### src/wdog_pkg_note_none.sv
`timescale 1ns/1ps
### src/wdog_pkg.sv
// Operation
// - Unserviced watchdog expires and resets whole chip.
// - Writing zero to clear bit restarts timeout.
// - Clear bit is bit 0 at 3FF0.
// - Reading 3FF0 returns programmed data, no effect.
// - Strap enables watchdog; active in all modes. The code holds the counter cleared while halted and during reset wake.
// - Watchdog keeps counting during idle mode.
// - Entering halt clears the watchdog counter.
// - Reset wake holds counter cleared 4064 cycles.
// - Interrupt wake counts during 4064 start-up cycles.
// - Permitted halt stops all clocks, watchdog too.
// - Watchdog timeout turns on reset pin pulldown.
// - Low supply resets; releases after rise delay.
// - Transient low supply holds reset 4064 cycles.
// - Strap can suppress the low-supply reset.
// - Low-supply reset pulls pin; others extend reset.
// - Reset persists while any other source active.
// - Fetch from 02C0-0CFF or 0000-003F resets.
// - Illegal-address reset turns on pin pulldown.
// - Disabled halt instruction resets, pulls pin low.
// - Pin low for reset length or 4 cycles.
`default_nettype none
package wdog_pkg;
	// Register byte addresses on the Avalon slave.
	localparam logic [15:0] CLEAR_ADDR = 16'h3FF0;
	localparam logic [15:0] STATUS_ADDR = 16'h3FE0;
	localparam logic [15:0] COUNT_ADDR = 16'h3FE4;
	localparam int CLEAR_BIT = 0;
	// Arbitrary value standing for the user byte programmed at 3FF0.
	localparam logic [7:0] VECTOR_BYTE_RESET = 8'hA5;

	// Status field positions; causes occupy bits 3:0.
	localparam int STAT_LS_ACTIVE = 4;
	localparam int STAT_WDOG_EN = 5;
	localparam int STAT_HALT_EN = 6;
	localparam int STAT_LS_EN = 7;
	localparam int STAT_HALTED = 8;

	// Fetch ranges that are not allowed to hold code.
	localparam logic [15:0] IO_LO = 16'h0000;
	localparam logic [15:0] IO_HI = 16'h003F;
	localparam logic [15:0] HOLE_LO = 16'h02C0;
	localparam logic [15:0] HOLE_HI = 16'h0CFF;

	// Timing counts in bus clock cycles.
	localparam logic [11:0] STARTUP_CYCLES = 12'hFE0;
	localparam logic [2:0] PULLDOWN_CYCLES = 3'h4;
	localparam int WDOG_TIMEOUT_DEFAULT = 65536;
	localparam int WDOG_W = 17;

	typedef struct packed {
		logic low_supply;
		logic halt_disabled;
		logic illegal_fetch;
		logic watchdog;
	} reset_cause_t;

	typedef enum logic [1:0] {
		RUN,
		HALTED,
		WAKE_IRQ,
		WAKE_RST
	} halt_state_t;
endpackage
`default_nettype wire

### src/watchdog_and_internal_resets.sv
// Decided for this implementation: the Avalon-MM slave port.
`timescale 1ns/1ps
`default_nettype none
module watchdog_and_internal_resets #(
	parameter int unsigned WDOG_TIMEOUT = wdog_pkg::WDOG_TIMEOUT_DEFAULT,
	parameter logic [7:0] VECTOR_BYTE = wdog_pkg::VECTOR_BYTE_RESET
) (
	input wire logic core_clk,
	input wire logic arst_n,
	// Avalon-MM slave.
	input wire logic [15:0] address,
	input wire logic read,
	input wire logic write,
	input wire logic [31:0] writedata,
	input wire logic [3:0] byteenable,
	output logic [31:0] readdata,
	output logic waitrequest,
	// CPU core observation, same clock.
	input wire logic fetch_valid,
	input wire logic [15:0] fetch_addr,
	input wire logic halt_exec,
	input wire logic halt_wake_irq,
	// Pins, straps and supply detector, asynchronous.
	input wire logic strap_watchdog_en,
	input wire logic strap_halt_en,
	input wire logic strap_low_supply_en,
	input wire logic supply_below_fall,
	input wire logic supply_above_rise,
	input wire logic reset_pin_in,
	output logic reset_pin_out,
	output logic reset_pin_oe,
	// Device-wide reset and clock gate.
	output logic internal_reset,
	output logic clocks_halted
);

	// ==========================================================
	// Input synchronisers
	// ==========================================================

	logic [5:0] async_in;
	logic [5:0] sync_a;
	logic [5:0] sync_b;
	logic wdog_en;
	logic halt_en;
	logic ls_en;
	logic below_fall;
	logic above_rise;
	logic pin_low;

	// Every outside level passes two flops before any logic.
	assign async_in = {strap_watchdog_en, strap_halt_en,
		strap_low_supply_en, supply_below_fall,
		supply_above_rise, reset_pin_in};

	always_ff @(posedge core_clk or negedge arst_n) begin
		if (!arst_n) begin
			sync_a <= 6'h01;
			sync_b <= 6'h01;
		end else begin
			sync_a <= async_in;
			sync_b <= sync_a;
		end
	end

	// Straps are fixed after power-up, so a sampled copy is safe.
	assign wdog_en = sync_b[5];
	assign halt_en = sync_b[4];
	assign ls_en = sync_b[3];
	assign below_fall = sync_b[2];
	assign above_rise = sync_b[1];
	assign pin_low = !sync_b[0];

	// ==========================================================
	// Avalon slave
	// ==========================================================

	// Counter width has to be known before the counter is declared.
	localparam int WDOG_W = wdog_pkg::WDOG_W;

	logic ack;
	logic req;
	logic hit_clear;
	logic hit_status;
	logic hit_count;
	logic wr_done;
	logic sw_clear;
	logic cause_wr;
	logic [31:0] next_readdata;
	logic [31:0] status_word;
	logic [WDOG_W-1:0] wd_cnt;
	wdog_pkg::reset_cause_t causes;
	wdog_pkg::halt_state_t state;
	logic ls_active;

	// One wait cycle: the request is seen, then answered.
	assign req = read | write;
	assign waitrequest = req & !ack;
	assign wr_done = write & ack;

	// Address decode.
	assign hit_clear = (address == wdog_pkg::CLEAR_ADDR);
	assign hit_status = (address == wdog_pkg::STATUS_ADDR);
	assign hit_count = (address == wdog_pkg::COUNT_ADDR);

	// Only a write of zero in the low bit services the dog.
	assign sw_clear = wr_done & hit_clear & byteenable[0]
		& !writedata[wdog_pkg::CLEAR_BIT];
	assign cause_wr = wr_done & hit_status & byteenable[0];

	assign status_word = {23'h000000,
		state == wdog_pkg::HALTED, ls_en, halt_en, wdog_en,
		ls_active, causes};

	// Reading 3FF0 gives the programmed byte and touches nothing.
	always_comb begin
		next_readdata = 32'h00000000;
		if (hit_clear) begin
			next_readdata = {24'h000000, VECTOR_BYTE};
		end else if (hit_status) begin
			next_readdata = status_word;
		end else if (hit_count) begin
			next_readdata = {15'h0000, wd_cnt};
		end
	end

	// Read data is captured in the wait cycle, stable at the answer.
	always_ff @(posedge core_clk or negedge arst_n) begin
		if (!arst_n) begin
			ack <= 1'b0;
			readdata <= 32'h00000000;
		end else begin
			ack <= req & !ack;
			if (read & !ack) begin
				readdata <= next_readdata;
			end
		end
	end

	// ==========================================================
	// Reset sources
	// ==========================================================

	logic illegal_fetch;
	logic halt_disabled;
	logic wd_expire;
	logic halt_enter;
	logic any_event;
	logic [11:0] ls_delay;
	logic next_ls_active;
	logic [11:0] next_ls_delay;
	logic ls_done;

	// Code may never run from the I/O page or the hole.
	assign illegal_fetch = fetch_valid
		& ((fetch_addr >= wdog_pkg::IO_LO
		& fetch_addr <= wdog_pkg::IO_HI)
		| (fetch_addr >= wdog_pkg::HOLE_LO
		& fetch_addr <= wdog_pkg::HOLE_HI));

	// A halt the straps forbid becomes a reset instead.
	assign halt_disabled = halt_exec & !halt_en;
	assign halt_enter = halt_exec & halt_en
		& (state == wdog_pkg::RUN);

	assign any_event = wd_expire | illegal_fetch
		| halt_disabled;

	// Low supply always recovers through the full delay, because
	// the core supply level cannot be trusted on the way back up.
	assign ls_done = (ls_delay == wdog_pkg::STARTUP_CYCLES - 12'h001);

	always_comb begin
		next_ls_active = ls_active;
		next_ls_delay = ls_delay;
		if (ls_en & below_fall) begin
			next_ls_active = 1'b1;
			next_ls_delay = 12'h000;
		end else if (ls_active & above_rise) begin
			if (ls_done) begin
				next_ls_active = 1'b0;
			end else begin
				next_ls_delay = ls_delay + 12'h001;
			end
		end else if (ls_active) begin
			next_ls_delay = 12'h000;
		end
	end

	// Starting active gives a power-on delay after arst_n too.
	always_ff @(posedge core_clk or negedge arst_n) begin
		if (!arst_n) begin
			ls_active <= 1'b1;
			ls_delay <= 12'h000;
		end else begin
			ls_active <= next_ls_active;
			ls_delay <= next_ls_delay;
		end
	end

	// ==========================================================
	// Pin pulldown and internal reset
	// ==========================================================

	logic [2:0] pd_cnt;
	logic [2:0] next_pd_cnt;
	logic next_pin_oe;
	logic next_reset;

	// Stretch short events so the pin is seen low long enough.
	assign next_pd_cnt = any_event ? wdog_pkg::PULLDOWN_CYCLES
		: (pd_cnt != 3'h0) ? pd_cnt - 3'h1 : 3'h0;

	assign next_pin_oe = (next_pd_cnt != 3'h0)
		| next_ls_active;

	// The pin's own level only feeds the reset, never the
	// pulldown, so our drive cannot latch itself on.
	assign next_reset = next_pin_oe | pin_low;

	always_ff @(posedge core_clk or negedge arst_n) begin
		if (!arst_n) begin
			pd_cnt <= 3'h0;
			reset_pin_oe <= 1'b1;
			reset_pin_out <= 1'b0;
			internal_reset <= 1'b1;
		end else begin
			pd_cnt <= next_pd_cnt;
			reset_pin_oe <= next_pin_oe;
			reset_pin_out <= 1'b0;
			internal_reset <= next_reset;
		end
	end

	// ==========================================================
	// Halt sequencing
	// ==========================================================

	logic [11:0] wake_cnt;
	logic [11:0] next_wake_cnt;
	wdog_pkg::halt_state_t next_state;
	logic wake_done;

	assign wake_done =
		(wake_cnt == wdog_pkg::STARTUP_CYCLES - 12'h001);

	always_comb begin
		next_state = state;
		next_wake_cnt = 12'h000;
		case (state)
			wdog_pkg::RUN: begin
				if (halt_enter) begin
					next_state = wdog_pkg::HALTED;
				end
			end
			wdog_pkg::HALTED: begin
				if (internal_reset) begin
					next_state = wdog_pkg::WAKE_RST;
				end else if (halt_wake_irq) begin
					next_state = wdog_pkg::WAKE_IRQ;
				end
			end
			default: begin
				if (internal_reset
					& state == wdog_pkg::WAKE_IRQ) begin
					next_state = wdog_pkg::WAKE_RST;
				end else if (wake_done) begin
					next_state = wdog_pkg::RUN;
				end else begin
					next_wake_cnt = wake_cnt + 12'h001;
				end
			end
		endcase
	end

	always_ff @(posedge core_clk or negedge arst_n) begin
		if (!arst_n) begin
			state <= wdog_pkg::RUN;
			wake_cnt <= 12'h000;
		end else begin
			state <= next_state;
			wake_cnt <= next_wake_cnt;
		end
	end

	// Oscillator is off while halted; downstream gates its clocks.
	assign clocks_halted = (state == wdog_pkg::HALTED);

	// ==========================================================
	// Watchdog counter
	// ==========================================================

	localparam logic [WDOG_W-1:0] WD_LAST =
		WDOG_W'(WDOG_TIMEOUT - 1);

	logic wd_hold;
	logic [WDOG_W-1:0] next_wd_cnt;

	// Idle is not listed here: the counter runs through it.
	assign wd_hold = !wdog_en | internal_reset | sw_clear
		| halt_enter
		| (state == wdog_pkg::HALTED)
		| (state == wdog_pkg::WAKE_RST);

	// Interrupt wake and plain run both count.
	assign wd_expire = !wd_hold & (wd_cnt == WD_LAST);

	assign next_wd_cnt = (wd_hold | wd_expire) ? '0
		: wd_cnt + 1'b1;

	always_ff @(posedge core_clk or negedge arst_n) begin
		if (!arst_n) begin
			wd_cnt <= '0;
		end else begin
			wd_cnt <= next_wd_cnt;
		end
	end

	// ==========================================================
	// Reset cause flags
	// ==========================================================

	wdog_pkg::reset_cause_t cause_set;
	wdog_pkg::reset_cause_t next_causes;

	assign cause_set = '{low_supply: ls_active & !next_ls_active
		? 1'b0 : ls_active,
		halt_disabled: halt_disabled,
		illegal_fetch: illegal_fetch,
		watchdog: wd_expire};

	// Write one to clear; a new event in the same cycle wins.
	assign next_causes = (causes
		& ~(cause_wr ? writedata[3:0] : 4'h0)) | cause_set;

	always_ff @(posedge core_clk or negedge arst_n) begin
		if (!arst_n) begin
			causes <= '0;
		end else begin
			causes <= next_causes;
		end
	end

endmodule
`default_nettype wire

### config.mk
export PLATFORM = sky130hd
export DESIGN_NAME = watchdog_and_internal_resets
export DESIGN_NICKNAME = d
export VERILOG_FILES = /design/src/wdog_pkg_note_none.sv /design/src/wdog_pkg.sv /design/src/watchdog_and_internal_resets.sv
export SDC_FILE = /design/constraint.sdc
export NUM_CORES = 1
export LEC_CHECK = 0
export BUFFER_PORTS_ARGS = -buffer_cell sky130_fd_sc_hd__buf_2
export CORE_MARGIN = 2
export CORE_UTILIZATION = 45
export DETAILED_ROUTE_END_ITERATION = 6
export GPL_ROUTABILITY_DRIVEN = 0
export GPL_TIMING_DRIVEN = 0
export HOLD_SLACK_MARGIN = 0.1
export PLACE_DENSITY_LB_ADDON = 0.25
export SLEW_MARGIN = 5
export SYNTH_ARGS = -nofsm -noshare
export SYNTH_HDL_FRONTEND = slang
export SYNTH_SLANG_ARGS = --single-unit
### constraint.sdc
create_clock -name core_clk -period 4.9 [get_ports core_clk]
set_input_delay 0.245 -clock core_clk [delete_from_list [all_inputs] [get_ports core_clk]]
set_output_delay 0.245 -clock core_clk [all_outputs]
set_load 0.005 [all_outputs]
==> results of run 1 <==
## cell usage in the layout, fill, tap and decap left out, types with 2 or more instances in the layout
cell type / netlist / final
and3_1: 6 / 6
buf_2: 1 / 64
nor2_1: 40 / 40
a21boi_0: 3 / 3
and3b_1: 2 / 2
dfstp_2: 5 / 5
and4_1: 6 / 6
nand2_1: 45 / 45
mux2i_1: 6 / 6
nand4_1: 14 / 14
nand4b_1: 4 / 4
clkbuf_1: 11 / 12
a22o_1: 3 / 3
dlygate4sd3_1: 0 / 7
nand3_1: 19 / 19
and2_1: 6 / 6
ha_1: 6 / 6
clkinvlp_4: 0 / 2
buf_4: 16 / 17
o31ai_1: 5 / 5
nor4_1: 7 / 7
conb_1: 1 / 16
nor2b_1: 2 / 2
a21o_1: 7 / 7
xnor2_1: 13 / 13
xor2_1: 11 / 11
nor3b_1: 2 / 2
nand2b_1: 5 / 5
inv_1: 14 / 14
o21ai_0: 21 / 21
nor3_1: 10 / 10
o21ai_2: 9 / 9
buf_6: 2 / 2
a21oi_1: 9 / 9
nand3b_1: 4 / 4
clkbuf_8: 0 / 12
dfrtp_1: 78 / 78
or4_1: 4 / 4
## cell usage after synthesis, types with 2 or more instances
cell | count | share of area
nand3_1 | 19 | 0.023
buf_6 | 2 | 0.0055
or4_1 | 4 | 0.0073
dfrtp_1 | 78 | 0.47
and2_1 | 6 | 0.0091
nor3_1 | 10 | 0.012
and3b_1 | 2 | 0.0043
xnor2_1 | 13 | 0.028
nand4b_1 | 4 | 0.0085
dfstp_2 | 5 | 0.032
inv_1 | 14 | 0.013
a21boi_0 | 3 | 0.0055
o21ai_2 | 9 | 0.019
and3_1 | 6 | 0.0091
xor2_1 | 11 | 0.023
mux2i_1 | 6 | 0.015
nand2_1 | 45 | 0.041
nor4_1 | 7 | 0.011
a22o_1 | 3 | 0.0064
nor2b_1 | 2 | 0.0030
buf_4 | 16 | 0.029
o21ai_0 | 21 | 0.026
clkbuf_1 | 11 | 0.010
a21oi_1 | 9 | 0.011
a21o_1 | 7 | 0.013
nor2_1 | 40 | 0.036
nand2b_1 | 5 | 0.0076
nand4_1 | 14 | 0.021
o31ai_1 | 5 | 0.0091
nor3b_1 | 2 | 0.0036
ha_1 | 6 | 0.018
and4_1 | 6 | 0.013
nand3b_1 | 4 | 0.0073
## worst register-to-register path, cell delays in order, from the launching register on
cell,delay [ps]
dfrtp_1,330
clkbuf_1,280
and4_1,250
clkbuf_1,320
nand2_1,150
nor3_1,220
ha_1,240
nand4b_1,160
a21oi_1,290
nor3b_1,100
## sequential cells by signal (all words and copies together), names as in the netlist
name	flops
ack	1
causes	4
internal_reset	1
ls_active	1
ls_delay	12
pd_cnt	3
readdata	17
reset_pin_oe	1
state	2
sync_a	6
sync_b	6
wake_cnt	12
wd_cnt	17
## power breakdown
| part | leakage [nW] | total (W) | internal [W] | switching (W) |
|---|---|---|---|---|
| Clock | 0.102 | 0.000517 | 0.000278 | 0.000239 |
| Combinational | 1.09 | 0.000195 | 0.0000920 | 0.000103 |
| Sequential | 1.08 | 0.000767 | 0.000728 | 0.0000394 |
## cell families after synthesis
| logic type | Yosys count |
|---|---|
| AO/OA/AOI/OAI | 65 |
| XOR/XNOR | 24 |
| adder cells (fa/ha/maj) | 6 |
| buffers and inverters | 45 |
| flip-flops | 83 |
| multiplexers | 6 |
| other | 1 |
| AND/OR/NAND/NOR | 184 |
## cell type report
type | instances | area share
tap | 108 | 0.0273
inverter | 14 | 0.0106
buffer | 31 | 0.0422
multi-input combinational | 301 | 0.370
timing repair buffer | 72 | 0.0850
clock inverter | 3 | 0.00911
sequential | 83 | 0.421
clock buffer | 13 | 0.0342
## through the flow
step	instance area, um^2	hold WS [ps]	std cells	util
after floorplan	4180	-50.6	429	-
after global placement	4630	335	601	0.526
after detailed placement	4660	263	602	0.529
after CTS	4950	147	625	0.562
after global routing	4950	200	625	0.562
final	4950	161	625	0.562
## worst max path at each step
stage / slack, ps / to / start / cells after the start
after floorplan: 2910 / wd_cnt[9]$_DFF_PN0_ / wd_cnt[2]$_DFF_PN0_ / 11
after global placement: 2560 / pd_cnt[1]$_DFF_PN0_ / wd_cnt[2]$_DFF_PN0_ / 9
after detailed placement: 2480 / pd_cnt[1]$_DFF_PN0_ / wd_cnt[2]$_DFF_PN0_ / 9
after CTS: 2460 / pd_cnt[1]$_DFF_PN0_ / wd_cnt[2]$_DFF_PN0_ / 9
after global routing: 2220 / wd_cnt[11]$_DFF_PN0_ / wd_cnt[2]$_DFF_PN0_ / 11
final: 2440 / pd_cnt[1]$_DFF_PN0_ / wd_cnt[2]$_DFF_PN0_ / 9
## metal layers
| metal | part of all wire | wire, um | vias up | track usage |
|---|---|---|---|---|
| li1 | - | - | 1621 | - |
| met1 | 0.46 | 3960 | 1542 | 0.252 |
| met2 | 0.49 | 4230 | 65 | 0.314 |
| met3 | 0.037 | 317 | 12 | 0.0358 |
| met4 | 0.018 | 160 | 0 | 0.0738 |
| met5 | 0 | 0 | - | 0 |
==> impl_metrics.toml, run 1 <==
[floorplan]
start_util = 0.468
core-area_um2 = 8810
dieHeight_um = 99.7
die_area_um2 = 9940
rows = 34
num_io_pins = 118
die_w_um = 99.7

[global_routing]
grt_pass1_wl_mm = 15.1
overflow = 0
first_global_vias = 3219
grt_max_degree = 44
track_usage = 0.191
antenna_found_initial = 0

[cells_and_area]
regArea_um2 = 2080
syn_to_final_growth_pct = 20.0
final_nets = 599
drive_gt1_frac = 0.230
filler_cell_count = 795
multi_input_area_um2 = 1830
diodes = 0

[critical_path]
r2r_slack_ps = 2440
r2r-end = "pd_cnt[1]$_DFF_PN0_"
crit_path_start_kind = "flip-flop"
critPathKind = "flip-flop to flip-flop"
crit_family = "simple AND/OR/NAND/NOR gates"
r2r-start = "wd_cnt[2]$_DFF_PN0_"
crit_chain = "clkbuf_1 > and4_1 > clkbuf_1 > nand2_1 > nor3_1 > ha_1 > nand4b_1 > a21oi_1 > nor3b_1"
slowest_stage = "dfrtp_1"
path_max_fanout = 8
cp.required_ps = 5120
crit_buf_inv = 2
cp_common_cell = "clkbuf_1"
endpoint_kind = "flip-flop"
rr_worst_depth = 9
cpPeakStageDelay_ps = 330
cp.arrival_ps = 2680

[detailed_routing]
drtIter0Drc = 141
wire_per_inst_um = 13.9
viasPerCell = 5.18
ant_nets = 0
dr.pass1.iters = 4
drc = 0
drt-total-wl_mm = 8.66
route.vias.total = 3240

[power]
p_total_w = 0.00148
leakage_nw = 2.28
peakVddDrop_uv = 212
p_per_area_nw_per_um2 = 299

[synthesis]
synth-warning-count = 0
ys_seq_area_frac = 0.506
ys_types = 52
synth_top_family_by_area = "simple AND/OR/NAND/NOR gates"
synth-async-reset-ratio = 1.00
synthesis.area_um2 = 4120
synth-seq-cells = 83
synth-xor-area-share = 0.0510
avgSynthCellArea_um2 = 9.95
synthCells = 414
synth-compound-area-share = 0.105
synth_edf_count = 0
synth_ff_type = "dfrtp_1"
yosys.area_share.simple = 0.241
muxShareOfSynthArea = 0.0146
synthAdderAreaFrac = 0.0182

[cts]
ctsHtreeMaxLevel = 3
clock_latency_ps = 350
cts_sinks = 83
ctsResizeCount = 0
post_cts_buffers = 0
cts_root_buffer = "clkbuf_8"
cts.clk_slew.worst_paths_ps = 90
clockBufferDepth = 2
cts_tree = "built"
cts-buffers-inserted = 9
hold_buffers = 7

[timing]
worst_slack_ps = 2440
rsz0062_at_grt = "false"
setup-tns-final_ps = 0
finalHoldViolCount = 0
clock.fmax_mhz = 407
setup_viol_count_final = 0
period_minus_slack_ps = 2460
worstMarginPinSlew_ps = 524
skew_ps = 10.6
period_share = 0.501
slew-limit-headroom = 0.646
slew_viol_final = 0

[min_path]
hold_start = "write"
holdPathStages = 3
min_path_type = "input port to flip-flop"
min_to = "ack$_DFF_PN0_"

[placed_design]
post-dp-hpwl_mm = 6.38
dp_slack_ps = 2480
portBuffers = 64

[flow_run]
cap_violations = 0

[status]
status = "complete, no violations"
Power figures use the tool's default switching activity.
==> run 2, diff against run 1 <==
==> constraint.sdc (replaced) <==
create_clock -name core_clk -period 2.25 [get_ports core_clk]
set_input_delay 0.1125 -clock core_clk [delete_from_list [all_inputs] [get_ports core_clk]]
set_output_delay 0.1125 -clock core_clk [all_outputs]
set_load 0.005 [all_outputs]
==> run 2 against run 1 <==
- clock skew decreased by 0.77 ps
- global-route usage grew 0.24 points
- sequential power rose by 120%
- critical path type unchanged
- wire length is 2.2% higher
- non-clock buffer count rose by 3
- maximum frequency up 21%
==> impl_metrics.toml, run 2 (synthesized netlist as in run 1, its figures left out) <==
[status]
status = "complete, no violations"

[detailed_routing]
ant_nets = 0
drt-total-wl_mm = 8.85
drtIter0Drc = 129
route.vias.total = 3272
viasPerCell = 5.21
drc = 0
dr.pass1.iters = 4
wire_per_inst_um = 14.1

[critical_path]
slowest_stage = "dfrtp_1"
r2r_slack_ps = 210
endpoint_kind = "flip-flop"
critPathKind = "flip-flop to flip-flop"
r2r-start = "ls_delay[0]$_DFFE_PN0P_"
cpPeakStageDelay_ps = 420
r2r-end = "ls_delay[10]$_DFFE_PN0P_"
crit_buf_inv = 2
path_max_fanout = 10
cp.required_ps = 2490
cp.arrival_ps = 2270
crit_path_start_kind = "flip-flop"
rr_worst_depth = 7
crit_chain = "ha_1 > and4_1 > a41o_1 > buf_2 > inv_1 > o21ai_0 > a22o_1"
crit_family = "compound AO/OA/AOI/OAI gates"

[floorplan]
core-area_um2 = 8810
num_io_pins = 118
start_util = 0.468
die_area_um2 = 9940
rows = 34
die_w_um = 99.7
dieHeight_um = 99.7

[cts]
cts.clk_slew.worst_paths_ps = 70
cts-buffers-inserted = 9
cts_tree = "built"
post_cts_buffers = 0
ctsHtreeMaxLevel = 3
clock_latency_ps = 350
clockBufferDepth = 2
cts_sinks = 83
cts_root_buffer = "clkbuf_8"

[min_path]
hold_start = "fetch_addr[10]"
holdPathStages = 3
min_path_type = "input port to flip-flop"
min_to = "causes[1]$_DFF_PN0_"

[cells_and_area]
multi_input_area_um2 = 1840
layoutNonFillerInstCount = 628
final_nets = 602
utilization = 0.569
diodes = 0
drive_gt1_frac = 0.237
finalInstanceArea_um2 = 5010
layout_common_cells = "dfrtp_1, buf_2, nand2_1"
layout_commonest_cell = "dfrtp_1"
regArea_um2 = 2080
top_regs = "readdata (17), wd_cnt (17)"
syn_to_final_growth_pct = 21.7
filler_cell_count = 780

[timing]
period_minus_slack_ps = 2040
slew_viol_final = 0
setup_viol_count_final = 0
clock.fmax_mhz = 491
skew_ps = 9.83
worst_slack_ps = 213
finalHoldViolCount = 0
worst_hold_slack_ps = 155
worstMarginPinSlew_ps = 549
rsz0062_at_grt = "false"
period_share = 0.905
slew-limit-headroom = 0.634

[power]
power_switching_w = 0.000844
p_int_w = 0.00240
p_sw_frac = 0.260
comb_power_share = 0.136
seqPwrFrac = 0.516
peakVddDrop_uv = 461
p_per_area_nw_per_um2 = 647
leakage_nw = 2.30
pwr-share-clk = 0.348

[global_routing]
first_global_vias = 3244
grt_max_degree = 44
antenna_found_initial = 0
track_usage = 0.194
grt_pass1_wl_mm = 15.3
overflow = 0

[placed_design]
place_inst = 602
dp_slack_ps = -170
place_area_um2 = 4660
portBuffers = 64
post-dp-hpwl_mm = 6.38

[flow_run]
cap_violations = 0
[run 2: cell count changes in the layout (fill, tap and decap cells not counted), sizes merged]
cell | previous run | this run
clkbuf | 24 | 20
dlygate4sd3 | 7 | 14
[run 2: layer usage]
| metal | track usage | wire, um |
|---|---|---|
| met5 | 0 | 0 |
| met4 | 0.0759 | 160 |
| met1 | 0.255 | 4030 |
| met3 | 0.0337 | 315 |
| met2 | 0.320 | 4340 |
[run 2: how the worst max path moves through the flow]
stage	startpoint	to	slack, ps	cells after the start
2_1_floorplan	wd_cnt[2]$_DFF_PN0_	wd_cnt[9]$_DFF_PN0_	260	11
3_3_place_gp	wd_cnt[2]$_DFF_PN0_	pd_cnt[1]$_DFF_PN0_	-90	9
3_5_place_dp	wd_cnt[2]$_DFF_PN0_	pd_cnt[1]$_DFF_PN0_	-170	9
4_1_cts	wd_cnt[1]$_DFF_PN0_	pd_cnt[1]$_DFF_PN0_	100	8
5_1_grt	wd_cnt[1]$_DFF_PN0_	wd_cnt[11]$_DFF_PN0_	30	9
6_report	ls_delay[0]$_DFFE_PN0P_	ls_delay[10]$_DFFE_PN0P_	210	7
[run 2: area by class of cell]
type | instances | area share
multi-input cells | 301 | 0.368
inverters | 14 | 0.0105
clock buffers | 13 | 0.0337
flip-flops and latches | 83 | 0.416
repair buffers | 79 | 0.0978
well taps | 108 | 0.0269
clock inverters | 3 | 0.00898
plain buffers | 27 | 0.0387
[run 2: repair_timing]
item | in CTS | in global routing
endpoints found under the hold margin | 49 | 0
hold buffers | 14 | 0
cloned | 0 | 0
setup endpoints to repair | 23 | 14
resized for setup | 1 | 4
[run 2: metrics by stage]
step	total power, W	TNS [ps]
floorplan	0.00196	0
global placement	0.00209	-989
detailed placement	0.00212	-2280
CTS	0.00327	0
global route	0.00341	0
finish	0.00324	0
[run 2: worst min-delay path, delay by kind of cell]
kind / cells / cell delay [ps]
AOI/OAI and AO/OA: 2 / 270
buffers and inverters: 1 / 90
[run 2: power by group through the flow]
stage	combinational, W	sequential (W)	clock [W]
floorplan	0.000283	0.00168	0
global placement	0.000393	0.00170	0
detailed placement	0.000418	0.00170	0
CTS	0.000441	0.00167	0.00116
global route	0.000500	0.00169	0.00122
finish	0.000440	0.00167	0.00113
